## src/rps_pkg.sv

```systemverilog
package rps_pkg;
  // ==========================================================================
  // Clock and timing
  localparam int unsigned CLK_HZ = 50_000_000;
  localparam int unsigned OV_EXIT_MS = 100;
  localparam int unsigned HICCUP_S = 3;
  localparam int unsigned LL_DLY_10_S = 10;
  localparam int unsigned LL_DLY_20_S = 20;
  localparam int unsigned LL_DLY_30_S = 30;
  localparam int unsigned MS_CYCLES = CLK_HZ / 1000;
  localparam int unsigned TICK_CYCLES = MS_CYCLES;
  localparam int unsigned OV_EXIT_TICKS = OV_EXIT_MS;
  localparam int unsigned HICCUP_TICKS = HICCUP_S * 1000;
  localparam int unsigned LL_10_TICKS = LL_DLY_10_S * 1000;
  localparam int unsigned LL_20_TICKS = LL_DLY_20_S * 1000;
  localparam int unsigned LL_30_TICKS = LL_DLY_30_S * 1000;
  localparam int unsigned TMR_W = 16;

  // ==========================================================================
  // Analog thresholds (millivolt / milliamp codes)
  localparam int unsigned VOUT_W = 11;
  localparam int unsigned MV_W = 16;
  localparam logic [MV_W-1:0] VOUT_BASE_MV = 16'h0b90;
  localparam logic [MV_W-1:0] VOUT_STEP_MV = 16'h0014;
  localparam int unsigned OV_PCT = 108;
  localparam logic [MV_W-1:0] UV_FAULT_MV = 16'h0bb8;
  localparam logic [MV_W-1:0] LL_HEADROOM_MV = 16'h01f4;
  localparam logic [MV_W-1:0] LL_VOUT_MAX_MV = 16'h1770;
  localparam logic [MV_W-1:0] LL_CURR_MA = 16'h0005;
  localparam logic [MV_W-1:0] COMP_REF_MA = 16'h0960;
  localparam logic [MV_W-1:0] COMP_STEP_MV = 16'h0064;
  localparam int unsigned SENSE_REF_MOHM = 10;

  // ==========================================================================
  // Status codes
  localparam logic [2:0] ST_RESET = 3'h0;
  localparam logic [2:0] ST_SOFT = 3'h1;
  localparam logic [2:0] ST_REG = 3'h2;
  localparam logic [2:0] ST_RETRY = 3'h3;
  localparam logic [2:0] ST_LLOFF = 3'h4;
  localparam int unsigned FSW_KHZ_DEFAULT = 500;

  typedef enum logic [2:0] {
    RPS_IDLE, RPS_RESET, RPS_DELAY, RPS_SOFT, RPS_REG, RPS_RETRY, RPS_LLOFF
  } rps_state_t;
endpackage : rps_pkg

```

## src/rps_sync3.sv

```systemverilog
`timescale 1ns/1ps
module rps_sync3 (
  input wire logic clk,
  input wire logic resetn,
  input wire logic d,
  output logic q
);
  logic s1_q, s2_q, s3_q;
  always_ff @(posedge clk or negedge resetn) begin
    if (!resetn) begin
      s1_q <= 1'b1;
      s2_q <= 1'b1;
      s3_q <= 1'b1;
      q <= 1'b1;
    end else begin
      s1_q <= d;
      s2_q <= s1_q;
      s3_q <= s2_q;
      if (s2_q == s3_q) begin
        q <= s3_q;
      end
    end
  end
endmodule : rps_sync3

```

## src/rps_tick.sv

```systemverilog
`timescale 1ns/1ps
module rps_tick #(
  parameter int unsigned CYCLES = rps_pkg::TICK_CYCLES
) (
  input wire logic clk,
  input wire logic resetn,
  output logic tick
);
  logic [$clog2(CYCLES+1)-1:0] cnt_q;
  always_ff @(posedge clk or negedge resetn) begin
    if (!resetn) begin
      cnt_q <= '0;
      tick <= 1'b0;
    end else if (cnt_q == ($clog2(CYCLES+1))'(CYCLES - 1)) begin
      cnt_q <= '0;
      tick <= 1'b1;
    end else begin
      cnt_q <= cnt_q + 1'b1;
      tick <= 1'b0;
    end
  end
endmodule : rps_tick

```

## src/rps_supervisor.sv

```systemverilog
`timescale 1ns/1ps
// Functional notes
// Port overvoltage above 108% stops switching immediately
// Overvoltage beyond 100ms exits to idle
// Cable compensation raises set point with current
// Step defined at 2.4A, 10 milliohm
// Level code 0 off, 1-3 100-300mV
// Light load stops switching, enters light-load state
// Light load needs reverse, buck, headroom, <6V
// Light load enable bit gates function
// Low load means current below 5mA
// Low current must outlast 10/20/30s delay
// Light-load state holds converter off until reentry
// Host restarts by toggling pin or registers
// Voltage code change retargets output on fly
// Slew select sets ramp between settings
// Step-down sink 70mA until back in regulation
// Overvoltage sink active during any overvoltage
// Status codes 0-4, never 5-7
// Status reads zero outside reverse mode
// Temperature outside window forces reset state (code leaves the light-load state unchanged)
// Monitoring active when disable bit zero
// Same threshold fields as normal charging
// Switching frequency fixed, software cannot change
// Output below 3V: 3s retry, restart
// Enable delay then soft start then regulate
// Idle bit, enable clear, or pin release exit
// Overvoltage timer restarts when condition clears
// Light-load timer resets on any break
module rps_supervisor #(
  parameter int unsigned TICK_CYCLES = rps_pkg::TICK_CYCLES,
  parameter int unsigned HICCUP_TICKS = rps_pkg::HICCUP_TICKS,
  parameter int unsigned LL_10_TICKS = rps_pkg::LL_10_TICKS,
  parameter int unsigned LL_20_TICKS = rps_pkg::LL_20_TICKS,
  parameter int unsigned LL_30_TICKS = rps_pkg::LL_30_TICKS,
  parameter int unsigned OV_EXIT_TICKS = rps_pkg::OV_EXIT_TICKS,
  parameter int unsigned FSW_KHZ = rps_pkg::FSW_KHZ_DEFAULT
) (
  input wire logic clk,
  input wire logic resetn,
  input wire logic reverse_request_pin_n,
  input wire logic high_impedance_idle,
  input wire logic reverse_mode_enable_bit,
  input wire logic pin_override_bit,
  input wire logic [1:0] cable_drop_comp_level,
  input wire logic light_load_off_enable,
  input wire logic [1:0] light_load_off_delay,
  input wire logic [rps_pkg::VOUT_W-1:0] reverse_out_voltage_code,
  input wire logic out_voltage_source_select,
  input wire logic [1:0] out_voltage_slew_select,
  input wire logic stepdown_sink_enable,
  input wire logic overvolt_sink_enable,
  input wire logic thermistor_monitor_disable,
  input wire logic [1:0] battery_hot_threshold,
  input wire logic battery_cold_threshold,
  input wire logic temp_too_hot,
  input wire logic temp_too_cold,
  input wire logic [1:0] enable_delay_ticks,
  input wire logic soft_start_done,
  input wire logic in_regulation,
  input wire logic buck_operation,
  input wire logic [rps_pkg::MV_W-1:0] port_mv,
  input wire logic [rps_pkg::MV_W-1:0] battery_mv,
  input wire logic [rps_pkg::MV_W-1:0] out_current_ma,
  output logic reverse_active,
  output logic switching_enable,
  output logic [rps_pkg::MV_W-1:0] regulation_target_mv,
  output logic [rps_pkg::MV_W-1:0] comp_boost_mv,
  output logic [1:0] slew_rate_sel,
  output logic stepdown_sink_on,
  output logic overvolt_sink_on,
  output logic [2:0] reverse_fsm_state,
  output logic [1:0] temp_hot_sel,
  output logic temp_cold_sel,
  output logic [10:0] fsw_khz
);
  // ==========================================================================
  // Input conditioning and time base
  logic pin_n_s;
  logic tick;
  rps_sync3 u_pin (
    .clk(clk),
    .resetn(resetn),
    .d(reverse_request_pin_n),
    .q(pin_n_s)
  );
  rps_tick #(.CYCLES(TICK_CYCLES)) u_tick (
    .clk(clk),
    .resetn(resetn),
    .tick(tick)
  );

  rps_pkg::rps_state_t st_q;
  logic [rps_pkg::TMR_W-1:0] ov_tmr_q, st_tmr_q, ll_tmr_q;
  logic [rps_pkg::MV_W-1:0] set_mv_q;
  logic [rps_pkg::VOUT_W-1:0] code_q;

  // ==========================================================================
  // Set point and comparators
  logic [rps_pkg::MV_W-1:0] code_mv;
  logic [rps_pkg::MV_W+7:0] ov_lhs, ov_rhs;
  logic ov_now, uv_now, ll_cond, ll_low, temp_bad, req_on, req_off;
  logic [rps_pkg::TMR_W-1:0] ll_limit;
  always_comb begin
    code_mv = rps_pkg::VOUT_BASE_MV
      + rps_pkg::MV_W'(32'(reverse_out_voltage_code) * 32'(rps_pkg::VOUT_STEP_MV));
  end
  // Threshold at 108% of programmed voltage, computed without division
  assign ov_lhs = 24'(port_mv) * 24'd100;
  assign ov_rhs = 24'(set_mv_q) * 24'(rps_pkg::OV_PCT);
  assign ov_now = (ov_lhs > ov_rhs);
  assign uv_now = (port_mv < rps_pkg::UV_FAULT_MV);
  assign ll_low = (out_current_ma < rps_pkg::LL_CURR_MA);
  assign ll_cond = light_load_off_enable && (st_q == rps_pkg::RPS_REG) && buck_operation
    && (battery_mv >= port_mv + rps_pkg::LL_HEADROOM_MV)
    && (port_mv < rps_pkg::LL_VOUT_MAX_MV) && ll_low;
  assign temp_bad = !thermistor_monitor_disable && (temp_too_hot || temp_too_cold);
  assign req_on = !high_impedance_idle && reverse_mode_enable_bit
    && (!pin_n_s || pin_override_bit);
  assign req_off = high_impedance_idle || !reverse_mode_enable_bit
    || (pin_n_s && !pin_override_bit);
  always_comb begin
    unique case (light_load_off_delay)
      2'h0: ll_limit = rps_pkg::TMR_W'(LL_10_TICKS);
      2'h1: ll_limit = rps_pkg::TMR_W'(LL_20_TICKS);
      default: ll_limit = rps_pkg::TMR_W'(LL_30_TICKS);
    endcase
  end

  // ==========================================================================
  // Overvoltage qualification timer
  always_ff @(posedge clk or negedge resetn) begin
    if (!resetn) begin
      ov_tmr_q <= '0;
    end else if (!ov_now || st_q == rps_pkg::RPS_IDLE) begin
      ov_tmr_q <= '0;
    end else if (tick && ov_tmr_q != rps_pkg::TMR_W'(OV_EXIT_TICKS)) begin
      ov_tmr_q <= ov_tmr_q + 1'b1;
    end
  end

  // ==========================================================================
  // Light-load delay timer
  always_ff @(posedge clk or negedge resetn) begin
    if (!resetn) begin
      ll_tmr_q <= '0;
    end else if (!ll_cond) begin
      ll_tmr_q <= '0;
    end else if (tick && ll_tmr_q != ll_limit) begin
      ll_tmr_q <= ll_tmr_q + 1'b1;
    end
  end

  // ==========================================================================
  // Reverse-mode state machine
  always_ff @(posedge clk or negedge resetn) begin
    if (!resetn) begin
      st_q <= rps_pkg::RPS_IDLE;
      st_tmr_q <= '0;
    end else if (st_q == rps_pkg::RPS_IDLE) begin
      st_tmr_q <= '0;
      if (req_on) begin
        st_q <= rps_pkg::RPS_RESET;
      end
    end else if (req_off || ov_tmr_q == rps_pkg::TMR_W'(OV_EXIT_TICKS)) begin
      st_q <= rps_pkg::RPS_IDLE;
      st_tmr_q <= '0;
    end else if (temp_bad) begin
      if (st_q != rps_pkg::RPS_LLOFF) begin
        st_q <= rps_pkg::RPS_RESET;
      end
      st_tmr_q <= '0;
    end else begin
      unique case (st_q)
        rps_pkg::RPS_RESET: begin
          st_tmr_q <= '0;
          st_q <= rps_pkg::RPS_DELAY;
        end
        rps_pkg::RPS_DELAY: begin
          if (st_tmr_q >= rps_pkg::TMR_W'(enable_delay_ticks)) begin
            st_q <= rps_pkg::RPS_SOFT;
            st_tmr_q <= '0;
          end else if (tick) begin
            st_tmr_q <= st_tmr_q + 1'b1;
          end
        end
        rps_pkg::RPS_SOFT: begin
          if (soft_start_done) begin
            st_q <= rps_pkg::RPS_REG;
          end
        end
        rps_pkg::RPS_REG: begin
          if (uv_now) begin
            st_q <= rps_pkg::RPS_RETRY;
            st_tmr_q <= '0;
          end else if (ll_tmr_q == ll_limit) begin
            st_q <= rps_pkg::RPS_LLOFF;
          end
        end
        rps_pkg::RPS_RETRY: begin
          if (st_tmr_q == rps_pkg::TMR_W'(HICCUP_TICKS)) begin
            st_q <= rps_pkg::RPS_RESET;
            st_tmr_q <= '0;
          end else if (tick) begin
            st_tmr_q <= st_tmr_q + 1'b1;
          end
        end
        rps_pkg::RPS_LLOFF: begin
          st_q <= rps_pkg::RPS_LLOFF;
        end
        default: begin
          st_q <= rps_pkg::RPS_IDLE;
        end
      endcase
    end
  end

  // ==========================================================================
  // Output voltage tracking and step-down sink
  always_ff @(posedge clk or negedge resetn) begin
    if (!resetn) begin
      set_mv_q <= rps_pkg::VOUT_BASE_MV;
      code_q <= '0;
      stepdown_sink_on <= 1'b0;
    end else begin
      if (!out_voltage_source_select) begin
        set_mv_q <= code_mv;
        code_q <= reverse_out_voltage_code;
      end
      if (!stepdown_sink_enable || st_q == rps_pkg::RPS_IDLE) begin
        stepdown_sink_on <= 1'b0;
      end else if (!out_voltage_source_select && reverse_out_voltage_code < code_q) begin
        stepdown_sink_on <= 1'b1;
      end else if (in_regulation) begin
        stepdown_sink_on <= 1'b0;
      end
    end
  end

  // ==========================================================================
  // Registered outputs
  logic on_state;
  logic [rps_pkg::MV_W+1:0] comp_full;
  assign on_state = (st_q == rps_pkg::RPS_SOFT) || (st_q == rps_pkg::RPS_REG);
  // Boost = level*100mV * I/2.4A; sense resistor scaling is applied by the analog loop
  assign comp_full = 18'((32'(cable_drop_comp_level) * 32'(rps_pkg::COMP_STEP_MV)
    * 32'(out_current_ma)) / 32'(rps_pkg::COMP_REF_MA));
  always_ff @(posedge clk or negedge resetn) begin
    if (!resetn) begin
      reverse_active <= 1'b0;
      switching_enable <= 1'b0;
      regulation_target_mv <= '0;
      comp_boost_mv <= '0;
      slew_rate_sel <= '0;
      overvolt_sink_on <= 1'b0;
      reverse_fsm_state <= rps_pkg::ST_RESET;
      temp_hot_sel <= '0;
      temp_cold_sel <= 1'b0;
      fsw_khz <= '0;
    end else begin
      reverse_active <= (st_q != rps_pkg::RPS_IDLE);
      switching_enable <= on_state && !ov_now;
      comp_boost_mv <= (comp_full > 18'(16'hffff)) ? 16'hffff : comp_full[15:0];
      regulation_target_mv <= set_mv_q + comp_boost_mv;
      slew_rate_sel <= out_voltage_slew_select;
      overvolt_sink_on <= overvolt_sink_enable && ov_now
        && (st_q != rps_pkg::RPS_IDLE);
      temp_hot_sel <= battery_hot_threshold;
      temp_cold_sel <= battery_cold_threshold;
      fsw_khz <= 11'(FSW_KHZ);
      unique case (st_q)
        rps_pkg::RPS_SOFT: reverse_fsm_state <= rps_pkg::ST_SOFT;
        rps_pkg::RPS_REG: reverse_fsm_state <= rps_pkg::ST_REG;
        rps_pkg::RPS_RETRY: reverse_fsm_state <= rps_pkg::ST_RETRY;
        rps_pkg::RPS_LLOFF: reverse_fsm_state <= rps_pkg::ST_LLOFF;
        default: reverse_fsm_state <= rps_pkg::ST_RESET;
      endcase
    end
  end
endmodule : rps_supervisor

```

## config.mk

```make
export PLATFORM = sky130hd
export DESIGN_NAME = rps_supervisor
export DESIGN_NICKNAME = d
export VERILOG_FILES = /design/src/rps_pkg.sv /design/src/rps_sync3.sv /design/src/rps_tick.sv /design/src/rps_supervisor.sv
export SDC_FILE = /design/constraint.sdc
export NUM_CORES = 1
export LEC_CHECK = 0
export BUFFER_PORTS_ARGS = -buffer_cell sky130_fd_sc_hd__buf_4
export CORE_MARGIN = 5
export CORE_UTILIZATION = 60
export DETAILED_ROUTE_END_ITERATION = 10
export HOLD_SLACK_MARGIN = 0.1
export PLACE_DENSITY = 0.88
export SYNTH_ARGS = -nofsm -noshare
export SYNTH_HDL_FRONTEND = slang
export SYNTH_SLANG_ARGS = --single-unit
export TNS_END_PERCENT = 30
```

## constraint.sdc

```tcl
create_clock -name clk -period 16.85 [get_ports clk]
set_input_delay 5.055 -clock clk [delete_from_list [all_inputs] [get_ports clk]]
set_output_delay 5.055 -clock clk [all_outputs]
set_load 0.01 [all_outputs]
```

==> flow_results.xml <==
<?xml version="1.0" encoding="UTF-8"?>
<metrics>
  <group name="floorplanning">
    <metric name="dieHeight" unit="um">190</metric>
    <metric name="top_level_ports" unit="">141</metric>
    <metric name="std_cell_rows" unit="">66</metric>
    <metric name="die_w" unit="um">190</metric>
    <metric name="initial_core_util" unit="%">60.3</metric>
    <metric name="die_area" unit="um^2">36300</metric>
    <metric name="fp.coreArea" unit="um^2">32400</metric>
  </group>
  <group name="run">
    <metric name="maxCapViolCount" unit="">0</metric>
  </group>
  <group name="synthesis">
    <metric name="synth-warning-count" unit="">0</metric>
    <metric name="asyncSetResetFlopFracSynth" unit="%">100</metric>
    <metric name="dominant_combinational_cell_family_by_area_after_synthesis" unit="">adder cells</metric>
    <metric name="post-synth-top-area-cell" unit="">dfrtp_1</metric>
    <metric name="yosys-mux-area-fraction" unit="%">2.18</metric>
    <metric name="synthesis.area" unit="um^2">19500</metric>
    <metric name="post_synth_num_cell_types" unit="">133</metric>
    <metric name="synth_top_area_share" unit="%">16.5</metric>
    <metric name="ys_top_cells_by_count" unit="">inv_1 (284), ha_1 (250), nor2_1 (156), nand2_1 (155), a21oi_1 (131)</metric>
    <metric name="synthTopCellsByArea" unit="">dfrtp_1 (17%), ha_1 (16%), fa_1 (8.9%)</metric>
    <metric name="synth-edff-count" unit="">0</metric>
    <metric name="synth-main-ff-cell" unit="">dfrtp_1</metric>
    <metric name="synth_most_common_cell" unit="">inv_1</metric>
    <metric name="synth_cells" unit="">2313</metric>
    <metric name="synth-seq-cells" unit="">138</metric>
    <metric name="xor_xnor_cell_area_share_of_the_yosys_netlist" unit="%">8.46</metric>
    <metric name="synth-seq-area-share" unit="%">17.7</metric>
    <metric name="arithmetic_cell_share_of_the_synthesized_area_counting_full_adders_half_adders_and_majority_gates" unit="%">25.3</metric>
    <metric name="synth-compound-area-share" unit="%">20.6</metric>
    <metric name="synth-simple-area-share" unit="%">18.1</metric>
    <metric name="synth_area_per_cell" unit="um^2">8.44</metric>
  </group>
  <group name="setup_path">
    <metric name="critical_path.slowest_cell" unit="">fa_1</metric>
    <metric name="worstSetupPathType" unit="">in -&gt; reg</metric>
    <metric name="worst-path-max-fanout" unit="">9</metric>
    <metric name="wp_data_required" unit="ps">17170</metric>
    <metric name="critical_path.max_stage_delay" unit="ps">550</metric>
    <metric name="crit_path_frequent_cell" unit="">buf_4</metric>
    <metric name="cp_data_arrival_time" unit="ps">18480</metric>
    <metric name="setup.worst_path.start_class" unit="">input pin</metric>
    <metric name="worst_setup_path_end_kind" unit="">register</metric>
  </group>
  <group name="clocking">
    <metric name="cts_hold_buffers" unit="">0</metric>
    <metric name="cts-buffers-inserted" unit="">17</metric>
    <metric name="clock-sinks" unit="">138</metric>
    <metric name="cts_max_path_buffers" unit="">2</metric>
    <metric name="insertion_delay" unit="ps">450</metric>
    <metric name="cts_tree" unit="">yes</metric>
    <metric name="cts.reportedPaths.clkPinSlew" unit="ps">70</metric>
    <metric name="ctsRootBufferMaster" unit="">clkbuf_16</metric>
    <metric name="h_tree_levels" unit="">4</metric>
  </group>
  <group name="sta">
    <metric name="setup_violations" unit="">3</metric>
    <metric name="final_critical_path_setup_slack" unit="ps">-1310</metric>
    <metric name="period_needed" unit="ps">18160</metric>
    <metric name="fmax" unit="MHz">55.1</metric>
    <metric name="hold_viol" unit="">0</metric>
    <metric name="timing_worst_slew_pin_value" unit="ps">1300</metric>
    <metric name="clock_skew" unit="ps">8.21</metric>
    <metric name="slew_headroom" unit="%">13.2</metric>
    <metric name="min_period_over_period" unit="%">108</metric>
    <metric name="rsz_0062_raised_after_global_routing" unit="">true</metric>
    <metric name="final_hold_slack" unit="ps">356</metric>
    <metric name="timing_max_transition_violations_final" unit="">0</metric>
  </group>
  <group name="route">
    <metric name="vias" unit="">20000</metric>
    <metric name="detail_route.iter0.violations" unit="">1628</metric>
    <metric name="drtPass1Iterations" unit="">6</metric>
    <metric name="routed_via_density" unit="">6.18</metric>
    <metric name="avg_wl_per_cell" unit="um">19.3</metric>
    <metric name="post-route-drc-count" unit="">0</metric>
    <metric name="routed-wl-met3" unit="mm">4.46</metric>
    <metric name="drt-met1-wl" unit="mm">23.0</metric>
    <metric name="maxUsedRoutingLayer" unit="">met4</metric>
    <metric name="wirelength" unit="mm">62.4</metric>
    <metric name="met2_wirelength" unit="mm">31.1</metric>
    <metric name="drtAntennaViolNets" unit="">0</metric>
  </group>
  <group name="hold_path">
    <metric name="worstHoldPathType" unit="">reg -&gt; reg</metric>
  </group>
  <group name="layout">
    <metric name="antenna_diode_count" unit="">0</metric>
    <metric name="design_area" unit="um^2">25300</metric>
    <metric name="layout.nets" unit="">3197</metric>
    <metric name="drive_above_1_share" unit="%">28.0</metric>
    <metric name="synthToLayoutAreaGrowth" unit="%">29.3</metric>
    <metric name="final_cells" unit="">3229</metric>
  </group>
  <group name="global_routing">
    <metric name="grt_first_pass_wirelength" unit="mm">98.3</metric>
    <metric name="track_usage" unit="%">32.7</metric>
    <metric name="grt_max_degree" unit="">85</metric>
    <metric name="gr-total-overflow" unit="">0</metric>
    <metric name="grt_antenna_before_repair" unit="">0</metric>
    <metric name="first_global_vias" unit="">20500</metric>
  </group>
  <group name="place">
    <metric name="number_of_placed_cells_counting_well_taps" unit="">3166</metric>
    <metric name="placed_cell_area" unit="um^2">23800</metric>
    <metric name="dpl.hpwl" unit="mm">44.0</metric>
    <metric name="numPortBuffers" unit="">133</metric>
    <metric name="gpl.final_weighted_congestion" unit="">0.929</metric>
    <metric name="placement.setup.worst_slack" unit="ps">-1500</metric>
  </group>
  <group name="status">
    <metric name="status" unit="">complete, but fails checks</metric>
    <metric name="violations" unit="">negative setup slack</metric>
  </group>
</metrics>
[cell type report]
class	instances	area (um^2)
multi-input cells	1820	15600
fillers	2012	7120
repair buffers	509	3890
flip-flops and latches	138	3460
inverters	288	1100
well taps	442	553
clock buffers	18	439
clock inverters	14	183
[per-stage QoR]
step | setup TNS, ps | util (%)
finish | -3150 | 78.0
global route | -5220 | 78.0
CTS | -1680 | 77.0
detailed placement | -4100 | 73.4
global placement | -2670 | 73.4
floorplan | -2030 | -
[critical path, delay by kind of cell]
kind / cells / cell delay, ps
multiplexers: 4 / 910
buffers and inverters: 19 / 2250
AO/OA/AOI/OAI: 21 / 5310
XOR/XNOR: 1 / 150
AND/OR/NAND/NOR: 13 / 2250
adder cells (fa/ha/maj): 6 / 2510
[worst paths after layout]
check,start,end,slack (ps),depth (start not counted)
max,cable_drop_comp_level[0],comp_boost_mv[1],-1310,64
min,u_pin.s1_q,u_pin.s2_q,360,0
max reg2reg,set_mv_q[4],ov_tmr_q[12],9130,33
min reg2reg,u_pin.s1_q,u_pin.s2_q,360,0
max in group asynchronous,resetn,ll_tmr_q[12],10930,2
min in group asynchronous,resetn,regulation_target_mv[14],4690,1
[sequential cells by signal (all words and copies together) (netlist names), 2 cells and up]
signal / flops
st_tmr_q: 16
ll_tmr_q: 16
u_tick.cnt_q: 16
temp_hot_sel: 2
ov_tmr_q: 16
reverse_fsm_state: 3
regulation_target_mv: 16
set_mv_q: 12
st_q: 3
code_q: 11
comp_boost_mv: 14
slew_rate_sel: 2
[logic make-up (layout without fill, tap and decap cells)]
group / Yosys count / after routing
AND/OR/NAND/NOR: 695 / 695
flip-flops: 138 / 138
buffers and inverters: 361 / 829
multiplexers: 38 / 38
AO/OA/AOI/OAI: 552 / 552
other: 2 / 8
XOR/XNOR: 183 / 183
adder cells (fa/ha/maj): 344 / 344
[per-layer routing]
layer | vias up | global-route usage (%)
met3 | 337 | 5.58
met1 | 9591 | 37.2
li1 | 9012 | -
met4 | 0 | 16.9
met2 | 1027 | 58.6
met5 | - | 0
[what timing repair did]
action                                  4_1_cts  5_1_grt
pin swaps                                    39       33
gates resized for setup                      70       47
gates cloned                                  0        0
endpoints found under the setup margin        3        4
buffers inserted                             19       12
[placed cells by master (no fill, tap or decap), drive strengths merged, types with 33 or more instances in the layout]
cell	Yosys	layout
xnor2	105	105
nand2	156	156
nor3	37	37
ha	250	250
and2	64	64
nand4	38	38
nand2b	34	34
fa	87	87
dfrtp	129	129
inv	287	293
nor2b	33	33
nand3	69	69
a21oi	137	137
nor2	158	158
buf	41	509
o21ai	102	102
xor2	78	78
Power is not shown: default switching activity piles up to over one toggle a cycle in this logic, so the estimate is an artifact.
